File: config.mk
export PLATFORM = sky130hd
export DESIGN_NAME = dcssg_top
export DESIGN_NICKNAME = d
export VERILOG_FILES = /design/src/common/dcssg_pkg.sv /design/src/dcssg_sync.sv /design/src/dcssg_top.sv
export SDC_FILE = /design/constraint.sdc
export NUM_CORES = 1
export LEC_CHECK = 0
export ABC_AREA = 1
export BUFFER_PORTS_ARGS = -buffer_cell sky130_fd_sc_hd__buf_2
export CORE_MARGIN = 4
export CORE_UTILIZATION = 45
export CTS_BUF_LIST = sky130_fd_sc_hd__clkbuf_8 sky130_fd_sc_hd__clkbuf_16
export CTS_CLUSTER_SIZE = 14
export DETAILED_ROUTE_END_ITERATION = 8
export GPL_TIMING_DRIVEN = 0
export PLACE_DENSITY = 0.82
export SYNTH_ARGS = -nofsm -noshare
export SYNTH_HDL_FRONTEND = slang
export SYNTH_SLANG_ARGS = --single-unit
File: constraint.sdc
create_clock -name clk_i -period 4.1 [get_ports clk_i]
set_input_delay 0.41 -clock clk_i [delete_from_list [all_inputs] [get_ports clk_i]]
set_output_delay 0.41 -clock clk_i [all_outputs]
set_load 0.02 [all_outputs]
File: src/common/dcssg_pkg.sv
// Package for the dual-channel safe stop gate: register map, codes and timing
package dcssg_pkg;

  // ---------------------------------------------------------------------------
  // Register byte offsets
  // ---------------------------------------------------------------------------
  localparam logic [7:0] DCSSG_OFS_CTRL   = 8'h00;
  localparam logic [7:0] DCSSG_OFS_STATUS = 8'h04;
  localparam logic [7:0] DCSSG_OFS_IRQ_ST = 8'h08;
  localparam logic [7:0] DCSSG_OFS_IRQ_MK = 8'h0C;
  localparam logic [7:0] DCSSG_OFS_IN3FN  = 8'h10;
  localparam logic [7:0] DCSSG_OFS_IN4FN  = 8'h14;
  localparam logic [7:0] DCSSG_OFS_IN3PL  = 8'h18;
  localparam logic [7:0] DCSSG_OFS_IN4PL  = 8'h1C;
  localparam logic [7:0] DCSSG_OFS_OUT1FN = 8'h20;
  localparam logic [7:0] DCSSG_OFS_OUT1PL = 8'h24;

  // ---------------------------------------------------------------------------
  // Field positions
  // ---------------------------------------------------------------------------
  localparam int CTRL_TRIP_LSB  = 0;  // safety_trip_select [1:0]
  localparam int CTRL_CLR_BIT   = 4;  // write one: clear latched trip
  localparam int CTRL_EXT_BIT   = 5;  // write one: raise external trip
  localparam int ST_ENABLE_BIT  = 0;
  localparam int ST_MON_BIT     = 1;
  localparam int ST_EMRG_BIT    = 2;
  localparam int ST_EXT_BIT     = 3;
  localparam int ST_CODE_LSB    = 4;  // reported fault code [7:4]
  localparam int ST_A_BIT       = 8;
  localparam int ST_B_BIT       = 9;
  localparam int ST_SSW_BIT     = 10;
  localparam int ST_MSW_BIT     = 11;
  localparam int ST_PWRON_BIT   = 12;
  localparam int IRQ_CUT_BIT    = 0;  // output cut event
  localparam int IRQ_EMRG_BIT   = 1;  // emergency trip raised
  localparam int IRQ_EXT_BIT    = 2;  // external trip raised
  localparam int IRQ_W          = 3;

  // ---------------------------------------------------------------------------
  // Setting codes
  // ---------------------------------------------------------------------------
  localparam logic [1:0] TRIP_SEL_HW   = 2'h0;
  localparam logic [1:0] TRIP_SEL_TRIP = 2'h1;
  localparam logic [7:0] FN_UNASSIGNED = 8'hFF;
  localparam logic [7:0] FN_SAFETY_A   = 8'd77;
  localparam logic [7:0] FN_SAFETY_B   = 8'd78;
  localparam logic [7:0] FN_MONITOR    = 8'd62;
  localparam logic [7:0] FN_IN3_RST    = 8'd18;
  localparam logic [7:0] FN_IN4_RST    = 8'd12;
  localparam logic [7:0] FN_OUT1_RST   = 8'd0;
  localparam logic [1:0] POL_NO        = 2'h0;
  localparam logic [1:0] POL_NC        = 2'h1;
  localparam logic [3:0] CODE_NONE     = 4'h0;
  localparam logic [3:0] CODE_EMRG     = 4'h1;
  localparam logic [3:0] CODE_EXT      = 4'h2;

  // ---------------------------------------------------------------------------
  // Timing
  // ---------------------------------------------------------------------------
  localparam int CLK_MHZ        = 125;
  localparam int CUTOFF_MAX_MS  = 10;
  localparam int CUTOFF_MAX_CYC = CUTOFF_MAX_MS * 1000 * CLK_MHZ;
  localparam int PWRON_WINDOW   = 16;  // cycles treated as power-on
  localparam int SYNC_LAT       = 3;   // synchroniser depth; pin to decision latency is 4 cycles

  typedef struct packed {
    logic a;
    logic b;
  } dcssg_chan_t;

  typedef struct packed {
    logic [7:0] in3_fn;
    logic [7:0] in4_fn;
    logic [1:0] in3_pl;
    logic [1:0] in4_pl;
    logic [7:0] out1_fn;
    logic [1:0] out1_pl;
  } dcssg_term_t;

endpackage : dcssg_pkg

File: src/dcssg_sync.sv
// Three-stage input synchroniser with agreement filter
`timescale 1ns/100ps
module dcssg_sync (
  // Clock and reset
  input  wire logic clk_i,
  input  wire logic rst_i,
  // Async pin and result
  input  wire logic async_i,
  output logic      sync_o
);
  logic s1_q;
  logic s2_q;
  logic s3_q;

  // Reset low: a channel counts as inactive until proven active
  always_ff @(posedge clk_i) begin
    if (rst_i) begin
      s1_q   <= 1'b0;
      s2_q   <= 1'b0;
      s3_q   <= 1'b0;
      sync_o <= 1'b0;
    end else begin
      s1_q <= async_i;
      s2_q <= s1_q;
      s3_q <= s2_q;
      if (s2_q == s3_q) begin
        sync_o <= s3_q;
      end
    end
  end
endmodule : dcssg_sync

File: src/dcssg_top.sv
// Dual-channel safe stop gate with Wishbone register slave
//
// Implementation choices: the register addresses and the Wishbone slave port.
`timescale 1ns/100ps
module dcssg_top (
  // Clock and reset
  input  wire logic                 clk_i,
  input  wire logic                 rst_i,
  // Safety channels and selector switches
  input  wire logic                 safety_input_a_i,
  input  wire logic                 safety_input_b_i,
  input  wire logic                 safety_switch_i,
  input  wire logic                 monitor_switch_i,
  input  wire logic                 safety_switch_prev_i,
  input  wire logic                 monitor_switch_prev_i,
  // Power stage and monitor
  output logic                      power_enable_o,
  output logic                      shutoff_monitor_output_o,
  output logic [3:0]                fault_code_o,
  output dcssg_pkg::dcssg_term_t    term_cfg_o,
  // Wishbone slave
  input  wire logic                 wb_cyc_i,
  input  wire logic                 wb_stb_i,
  input  wire logic                 wb_we_i,
  input  wire logic [7:0]           wb_adr_i,
  input  wire logic [3:0]           wb_sel_i,
  input  wire logic [31:0]          wb_dat_i,
  output logic [31:0]               wb_dat_o,
  output logic                      wb_ack_o,
  // Interrupt
  output logic                      irq_o
);
  import dcssg_pkg::*;

  // ---------------------------------------------------------------------------
  // Synchronisers
  // ---------------------------------------------------------------------------
  dcssg_chan_t ch;
  logic        ch_a_sync;
  logic        ch_b_sync;

  dcssg_sync u_sync_a (.clk_i(clk_i), .rst_i(rst_i), .async_i(safety_input_a_i),
                       .sync_o(ch_a_sync));
  dcssg_sync u_sync_b (.clk_i(clk_i), .rst_i(rst_i), .async_i(safety_input_b_i),
                       .sync_o(ch_b_sync));
  assign ch = '{a: ch_a_sync, b: ch_b_sync};

  // ---------------------------------------------------------------------------
  // Switch capture at reset release
  // ---------------------------------------------------------------------------
  // Switches are only legal to move unpowered, so one sample suffices
  logic       cap_pending_q;
  logic       ssw_q;
  logic       msw_q;
  logic       ssw_prev_q;
  logic       msw_prev_q;
  logic [4:0] pwron_cnt_q;
  logic       pwron_q;

  always_ff @(posedge clk_i) begin
    if (rst_i) begin
      cap_pending_q <= 1'b1;
      ssw_q         <= 1'b0;
      msw_q         <= 1'b0;
      ssw_prev_q    <= 1'b0;
      msw_prev_q    <= 1'b0;
    end else if (cap_pending_q) begin
      cap_pending_q <= 1'b0;
      ssw_q         <= safety_switch_i;
      msw_q         <= monitor_switch_i;
      ssw_prev_q    <= safety_switch_prev_i;
      msw_prev_q    <= monitor_switch_prev_i;
    end
  end

  always_ff @(posedge clk_i) begin
    if (rst_i) begin
      pwron_cnt_q <= 5'h0_0;
      pwron_q     <= 1'b1;
    end else if (pwron_q) begin
      pwron_cnt_q <= pwron_cnt_q + 5'h0_1;
      pwron_q     <= (pwron_cnt_q != 5'(PWRON_WINDOW - 1));
    end
  end

  // ---------------------------------------------------------------------------
  // Register bus decode
  // ---------------------------------------------------------------------------
  logic        wb_req;
  logic        wb_wr;
  logic        wr_ctrl;
  logic        wr_irq_st;
  logic        wr_irq_mk;
  logic        cfg_wr_ok;
  logic        mon_wr_ok;
  logic [31:0] rd_mux;

  function automatic logic hit(input logic [7:0] adr, input logic [7:0] ofs);
    hit = (adr == ofs);
  endfunction : hit

  assign wb_req    = wb_cyc_i & wb_stb_i & ~wb_ack_o;
  assign wb_wr     = wb_req & wb_we_i & wb_sel_i[0];
  assign wr_ctrl   = wb_wr & hit(wb_adr_i, DCSSG_OFS_CTRL);
  assign wr_irq_st = wb_wr & hit(wb_adr_i, DCSSG_OFS_IRQ_ST);
  assign wr_irq_mk = wb_wr & hit(wb_adr_i, DCSSG_OFS_IRQ_MK);
  assign cfg_wr_ok = ~cap_pending_q & ~ssw_q;
  assign mon_wr_ok = ~cap_pending_q & ~msw_q;

  // ---------------------------------------------------------------------------
  // Terminal settings
  // ---------------------------------------------------------------------------
  dcssg_term_t term_q;

  always_ff @(posedge clk_i) begin
    if (rst_i) begin
      term_q <= '{FN_IN3_RST, FN_IN4_RST, POL_NO, POL_NO, FN_OUT1_RST, POL_NO};
    end else if (cap_pending_q) begin
      if (safety_switch_i) begin
        term_q.in3_fn <= FN_SAFETY_A;
        term_q.in4_fn <= FN_SAFETY_B;
        term_q.in3_pl <= POL_NC;
        term_q.in4_pl <= POL_NC;
      end else if (safety_switch_prev_i) begin
        term_q.in3_fn <= FN_UNASSIGNED;
        term_q.in4_fn <= FN_UNASSIGNED;
        term_q.in3_pl <= POL_NC;
        term_q.in4_pl <= POL_NC;
      end
      if (monitor_switch_i) begin
        term_q.out1_fn <= FN_MONITOR;
        term_q.out1_pl <= POL_NO;
      end else if (monitor_switch_prev_i) begin
        term_q.out1_fn <= FN_UNASSIGNED;
        term_q.out1_pl <= POL_NC;
      end
    end else begin
      if (wb_wr && cfg_wr_ok && hit(wb_adr_i, DCSSG_OFS_IN3FN)) term_q.in3_fn <= wb_dat_i[7:0];
      if (wb_wr && cfg_wr_ok && hit(wb_adr_i, DCSSG_OFS_IN4FN)) term_q.in4_fn <= wb_dat_i[7:0];
      if (wb_wr && cfg_wr_ok && hit(wb_adr_i, DCSSG_OFS_IN3PL)) term_q.in3_pl <= wb_dat_i[1:0];
      if (wb_wr && cfg_wr_ok && hit(wb_adr_i, DCSSG_OFS_IN4PL)) term_q.in4_pl <= wb_dat_i[1:0];
      if (wb_wr && mon_wr_ok && hit(wb_adr_i, DCSSG_OFS_OUT1FN)) term_q.out1_fn <= wb_dat_i[7:0];
      if (wb_wr && mon_wr_ok && hit(wb_adr_i, DCSSG_OFS_OUT1PL)) term_q.out1_pl <= wb_dat_i[1:0];
    end
  end

  assign term_cfg_o = term_q;

  // ---------------------------------------------------------------------------
  // Gate, trips and fault reporting
  // ---------------------------------------------------------------------------
  logic [1:0] trip_sel_q;
  logic       emrg_q;
  logic       ext_q;
  logic       both_on;
  logic       both_off;
  logic       emrg_set;
  logic       ext_set;
  logic       clr_req;
  logic [3:0] code_d;

  assign both_on  = ch.a & ch.b;
  assign both_off = ~ch.a & ~ch.b;
  assign clr_req  = wr_ctrl & wb_dat_i[CTRL_CLR_BIT];
  assign emrg_set = ~both_on & (trip_sel_q == TRIP_SEL_TRIP);
  assign ext_set  = wr_ctrl & wb_dat_i[CTRL_EXT_BIT];

  always_ff @(posedge clk_i) begin
    if (rst_i) begin
      trip_sel_q <= TRIP_SEL_HW;
      emrg_q     <= 1'b0;
      ext_q      <= 1'b0;
    end else begin
      if (wr_ctrl) trip_sel_q <= wb_dat_i[CTRL_TRIP_LSB +: 2];
      // Set wins over clear; latch holds after channels return
      emrg_q <= emrg_set | (emrg_q & ~clr_req);
      ext_q  <= ext_set | (ext_q & ~clr_req);
    end
  end

  // Emergency wins, unless still inside the power-on window
  assign code_d = (emrg_q && ext_q) ? (pwron_q ? CODE_EXT : CODE_EMRG) :
                  emrg_q            ? CODE_EMRG :
                  ext_q             ? CODE_EXT  : CODE_NONE;

  always_ff @(posedge clk_i) begin
    if (rst_i) begin
      power_enable_o           <= 1'b0;
      shutoff_monitor_output_o <= 1'b0;
      fault_code_o             <= CODE_NONE;
    end else begin
      // One cycle from decision to cut, far below the limit
      power_enable_o           <= both_on & ~emrg_q & ~ext_q & ~emrg_set;
      shutoff_monitor_output_o <= both_off;
      fault_code_o             <= code_d;
    end
  end

  // ---------------------------------------------------------------------------
  // Interrupts
  // ---------------------------------------------------------------------------
  logic [IRQ_W-1:0] irq_st_q;
  logic [IRQ_W-1:0] irq_mk_q;
  logic [IRQ_W-1:0] irq_ev;
  logic             en_prev_q;

  assign irq_ev[IRQ_CUT_BIT]  = en_prev_q & ~power_enable_o;
  assign irq_ev[IRQ_EMRG_BIT] = emrg_set & ~emrg_q;
  assign irq_ev[IRQ_EXT_BIT]  = ext_set & ~ext_q;

  always_ff @(posedge clk_i) begin
    if (rst_i) begin
      irq_st_q  <= '0;
      irq_mk_q  <= '0;
      en_prev_q <= 1'b0;
    end else begin
      en_prev_q <= power_enable_o;
      irq_st_q  <= irq_ev | (irq_st_q & ~(wr_irq_st ? wb_dat_i[IRQ_W-1:0] : '0));
      if (wr_irq_mk) irq_mk_q <= wb_dat_i[IRQ_W-1:0];
    end
  end

  assign irq_o = |(irq_st_q & irq_mk_q);

  // ---------------------------------------------------------------------------
  // Read mux and acknowledge
  // ---------------------------------------------------------------------------
  logic [31:0] status_w;

  assign status_w = {19'h0_0000, pwron_q, msw_q, ssw_q, ch.b, ch.a,
                     fault_code_o, ext_q, emrg_q, shutoff_monitor_output_o,
                     power_enable_o};
  assign rd_mux = hit(wb_adr_i, DCSSG_OFS_CTRL)   ? {30'h0, trip_sel_q} :
                  hit(wb_adr_i, DCSSG_OFS_STATUS) ? status_w :
                  hit(wb_adr_i, DCSSG_OFS_IRQ_ST) ? {29'h0, irq_st_q} :
                  hit(wb_adr_i, DCSSG_OFS_IRQ_MK) ? {29'h0, irq_mk_q} :
                  hit(wb_adr_i, DCSSG_OFS_IN3FN)  ? {24'h0, term_q.in3_fn} :
                  hit(wb_adr_i, DCSSG_OFS_IN4FN)  ? {24'h0, term_q.in4_fn} :
                  hit(wb_adr_i, DCSSG_OFS_IN3PL)  ? {30'h0, term_q.in3_pl} :
                  hit(wb_adr_i, DCSSG_OFS_IN4PL)  ? {30'h0, term_q.in4_pl} :
                  hit(wb_adr_i, DCSSG_OFS_OUT1FN) ? {24'h0, term_q.out1_fn} :
                  hit(wb_adr_i, DCSSG_OFS_OUT1PL) ? {30'h0, term_q.out1_pl} :
                  32'h0000_0000;

  always_ff @(posedge clk_i) begin
    if (rst_i) begin
      wb_ack_o <= 1'b0;
      wb_dat_o <= 32'h0000_0000;
    end else begin
      wb_ack_o <= wb_req;
      if (wb_req) wb_dat_o <= rd_mux;
    end
  end
endmodule : dcssg_top

* Word-level counts from Yosys, hierarchy flattened
Index checks and enable logic that the tools add are counted.
Storage, ports and cells: bits in registers 97, logic and storage cells 137
Cells by class: $add $sub $neg 1, eq/ne operators 15, multiplexer cells 28, bitwise logic cells 40, reductions and logical operators 23
Operators by type and width (number):
- 8-bit two-way mux | 10
- 20-bit two-way mux | 2
- 8-bit by 5-bit == test with 1-bit output, second input constant | 4
- 30-bit two-way mux | 1
- 13-bit two-way mux | 2
- 1-bit bitwise AND | 22
- 10-bit two-way mux | 2
- 8-bit by 4-bit == test with 1-bit output, second input constant | 2
- 8-bit by 6-bit == test with 1-bit output, second input constant | 2
- 2-bit two-way mux | 8
- 1-bit NOT | 12
- 2-bit AND reduction | 6
- 2-bit nonzero test | 6
- 1-bit logical AND | 9
- 8-bit by 3-bit == test with 1-bit output, second input constant | 1
- 8-bit zero test | 1
- 3-bit bitwise AND | 2
- 3-bit != test, second input constant | 2
- 5-bit by 1-bit adder with 5-bit output, second input constant | 1
- 5-bit by 4-bit != test with 1-bit output, second input constant | 1
- 3-bit two-way mux | 1
- 3-bit NOT | 1
- 3-bit OR | 1
- 3-bit OR reduction | 1
- 4 further kinds | 7

* Depth between registers and ports, before layout
depth after elaboration 11, depth in mapped cells 13, depth with buffers taken out 13

* Cells and area by module
From an unflattened synthesis, not the netlist that was laid out.
Unflattened totals: cells, all modules 471, area, all modules 3489.6 sq um
By module, submodules not included:
- dcssg_top | times used 1, cells each 445, area an instance 3246.9 sq um, seq. area each 1361.3 sq um
- dcssg_sync | times used 2, cells each 13, area an instance 121.4 sq um, seq. area each 80.1 sq um

* Worst setup path before layout
OpenSTA, ideal clock, no wires.
path kind input port to flip-flop, start in wb_cyc_i, end reg term_q (netlist bit term_cfg_o[19]), data arrival time 1.449 ns, data required time 3.985 ns, path slack 2.536 ns, stages on the path 10, cells stage by stage nand2_1 -> nor2_4 -> nand3_2 -> inv_2 -> nand2_1 -> o21ai_2 -> inv_2 -> buf_6 -> o21ai_2 -> a21oi_2
On the way: cells in the longest elaborated chain, start to end 8
Ends and longest elaborated chain:
- start, declared | RTL line dcssg_top.sv:22 | input wire logic wb_cyc_i,
- 1-bit bitwise AND (2 in series) | RTL line dcssg_top.sv:102 | assign wb_req = wb_cyc_i & wb_stb_i & ~wb_ack_o;
- 1-bit bitwise AND (2 in series) | RTL line dcssg_top.sv:103 | assign wb_wr = wb_req & wb_we_i & wb_sel_i[0];
- 1-bit logical AND (2 in series) | RTL line dcssg_top.sv:139 | if (wb_wr && cfg_wr_ok && hit(wb_adr_i, DCSSG_OFS_IN4FN)) term_q.in4_fn <= wb_dat_i[7:0];
- 2-bit nonzero test (no source line)
- 2-bit AND reduction (no source line)
- end signal, assigned | RTL line dcssg_top.sv:117 | term_q <= '{FN_IN3_RST, FN_IN4_RST, POL_NO, POL_NO, FN_OUT1_RST, POL_NO};
- end, declared | RTL line dcssg_top.sv:113 | dcssg_term_t term_q;
Every way passes these cells. A chain may end at the register's enable or synchronous reset.

* Worst setup path in the final report
start reg wb_ack_o, end reg term_q (netlist bit term_cfg_o[16])
On the way: cells in the longest elaborated chain, start to end 8
Ends and longest elaborated chain:
- start, declared | RTL line dcssg_top.sv:29 | output logic wb_ack_o,
- start signal, assigned | RTL line dcssg_top.sv:250 | wb_ack_o <= wb_req;
- 1-bit NOT | RTL line dcssg_top.sv:102
- 1-bit bitwise AND | RTL line dcssg_top.sv:102
- 1-bit bitwise AND (2 in series) | RTL line dcssg_top.sv:103
- 1-bit logical AND (2 in series) | RTL line dcssg_top.sv:139
- 2-bit nonzero test (no source line)
- 2-bit AND reduction (no source line)
Every way passes these cells.

==> flow_summary.toml <==
[clock_tree]
clock_latency_ns = 0.35
numCtsBuffers = 9
cts-root-buf = "clkbuf_8"
cts_resized = 0
post-cts-setup-buffers = 0
clk_path_buf_depth = 2
hold_buffers = 0
h-tree-depth = 3
clock-sinks = 76
clk_pin_slew_ns = 0.08
cts_tree = "yes"

[global_routing]
grt_max_degree = 15
grt_overflow = 0
antenna_found_initial = 0
first_global_vias = 3277
grt_usage_pct = 21.3
grt_pass1_wl_microns = 15100

[yosys]
async_flop_share_pct = 0
post-synth-top-area-cell = "dfxtp_1"
synth_ff_type = "dfxtp_1"
yosysWarnings = 0
synth.area.top_cells = "dfxtp_1 (43%), nand2_1 (8.2%), a21oi_1 (6.0%)"
synth_top_area_share_pct = 43.4
syn-cell-area_sq_um = 3510
syn-mean-instance-area_sq_um = 7.56
ys_ff_latch = 76
seq_area_frac_synth_pct = 43.4
synth_edf_count = 0
synth_cell_type_count = 39
synth_cells = 464

[floorplan]
coreArea_sq_um = 7410
start_util_pct = 47.4
rows = 31
ios = 125
die-area_sq_um = 9280
fp.dieW_microns = 96.3
die_y_microns = 96.3

[route]
drt_pass1_iterations = 5
ant_nets = 0
drt-vias-per-instance = 5.19
vias = 3504
drt_iter0_drc = 282
drc = 0
wl_per_cell_microns = 14.6
drt_wl_total_microns = 9880

[sta]
fin_crit_sh_pct = 45.7
period_minus_slack_ns = 1.87
hold_viol_final = 0
tightest_slew_ns = 0.742
worst_clock_skew_ns = 0.00860
drv_slew = 0
setup_violations = 0
tns_ns = 0
maxSlewHeadroom_pct = 50.5
fmax_ghz = 0.534
rsz0062_at_grt = "false"

[critical_path]
worstSetupPathType = "reg -> reg"
path_max_fanout = 10
start_kind = "flip-flop"
cp-end-kind = "flip-flop"
worstPathArrival_ns = 2.09
crit_required_ns = 4.31

[hold_path]
holdCritPathClass = "in -> reg"

[placement]
place_area_sq_um = 4090
gp_congestion = 0.913
hpwl_microns = 7500
portBuffers = 76

[cells_and_area]
antenna_cells = 0
seq_area_sq_um = 1520
final_common_cell = "buf_2"
nets = 628
design_area_sq_um = 4300
syn_to_final_growth_pct = 22.5
final_cell_mix = "buf_2 (80), nand2_1 (77), dfxtp_1 (76)"
layout-drive-gt1-share_pct = 26.2
fillers = 655
multiInputGateArea_sq_um = 1610

[power]
p_clk_share_pct = 36.5
pwr-share-comb_pct = 14.5
seq_power_share_pct = 49.0
p_sw_share_pct = 29.0
p_int_w = 0.00115
p_leak_nw = 2.01
switchingPower_w = 0.000468
p_per_area_nw_per_um2 = 376
ir_worst_vdd_v = 0.000197

[run]
maxCapViolCount = 0

[status]
status = "complete, no violations"
==> power groups by stage <==
| stage | Clock [W] | Combinational (W) | Sequential, W |
|---|---|---|---|
| finish | 0.000591 | 0.000234 | 0.000793 |
| global route | 0.000626 | 0.000253 | 0.000797 |
| CTS | 0.000597 | 0.000232 | 0.000792 |
| detailed placement | 0 | 0.000230 | 0.000810 |
| global placement | 0 | 0.000226 | 0.000809 |
| floorplan | 0 | 0.000127 | 0.000836 |
==> layer usage <==
layer  vias to the layer above  part of all wire (%)  GRT usage (%)
met3                        17                   8.9           4.53
li1                       1699                     -              -
met2                       166                    47           34.7
met4                         0                   1.9           9.23
met1                      1622                    42           27.2
met5                         -                     0              0
==> area by class of cell <==
cell class	count	share of cell area [%]
multi-input combinational	315	37.4
tap	99	2.88
clock buffer	10	3.20
sequential	76	35.4
buffer	36	5.53
clock inverter	6	1.66
timing repair buffer	76	8.85
inverter	57	5.04
==> logic make-up (layout without fill, tap and decap cells) <==
kind of cell / Yosys count / count (layout) / synth area share, %
adder cells (fa/ha/maj): 2 / 2 / 0.713
AO/OA/AOI/OAI: 113 / 113 / 19.5
flip-flops: 76 / 76 / 43.4
AND/OR/NAND/NOR: 179 / 179 / 23.4
buffers and inverters: 93 / 185 / 12.9
other: 1 / 21 / 0.107
==> cells in the mapped netlist (2+ instances only) <==
cell type / instances
o22ai_1: 2
nor2_1: 51
nand3_2: 2
buf_4: 22
nor2_4: 4
nor3_1: 12
nand3_4: 2
a211oi_2: 2
buf_6: 2
a21oi_1: 42
o211ai_1: 7
clkbuf_1: 7
o211ai_2: 2
buf_2: 4
nand4_1: 5
inv_1: 50
a31oi_1: 6
nand3_1: 22
a211oi_1: 3
ha_1: 2
o21ai_2: 4
o21ai_0: 37
dfxtp_1: 76
a21oi_2: 2
nand2_1: 77
inv_2: 6
==> worst max-delay path, cell delays in order (launching register included) <==
cell and delay [ns]:
dfxtp_1 0.34, nor2_4 0.24, nand3_2 0.17, inv_2 0.15, nand2_1 0.16, o21ai_2 0.29, inv_2 0.07, buf_6 0.16
nand2_1 0.08, o211ai_2 0.07
==> worst paths after layout <==
check / start / end / slack, ns / depth (start not counted)
max: wb_ack_o / term_cfg_o[16] / 2.23 / 9
min: rst_i / cap_pending_q / 0.23 / 1
max reg2reg: wb_ack_o / term_cfg_o[16] / 2.23 / 9
min reg2reg: u_sync_b.s1_q / u_sync_b.s2_q / 0.42 / 2
==> stage by stage <==
stage / total power, W / hold slack (ns) / util, % / std cells / setup WS, ns
detailed placement: 0.00104 / 0.406 / 55.2 / 659 / 2.08
finish: 0.00162 / 0.232 / 58.0 / 675 / 2.23
floorplan: 0.000962 / 0.388 / - / 484 / 2.54
global route: 0.00168 / 0.223 / 58.0 / 675 / 2.13
CTS: 0.00162 / 0.222 / 58.0 / 675 / 2.28
global placement: 0.00103 / 0.398 / 55.2 / 659 / 2.11
==> registers in the layout (all words and copies together), names as in the netlist, 2 cells and up <==
register and count:
wb_dat_o 13, trip_sel_q 2, irq_st_q 3, pwron_cnt_q 5, term_cfg_o 30, fault_code_o 2, irq_mk_q 3
Power figures use the tool's default switching activity.
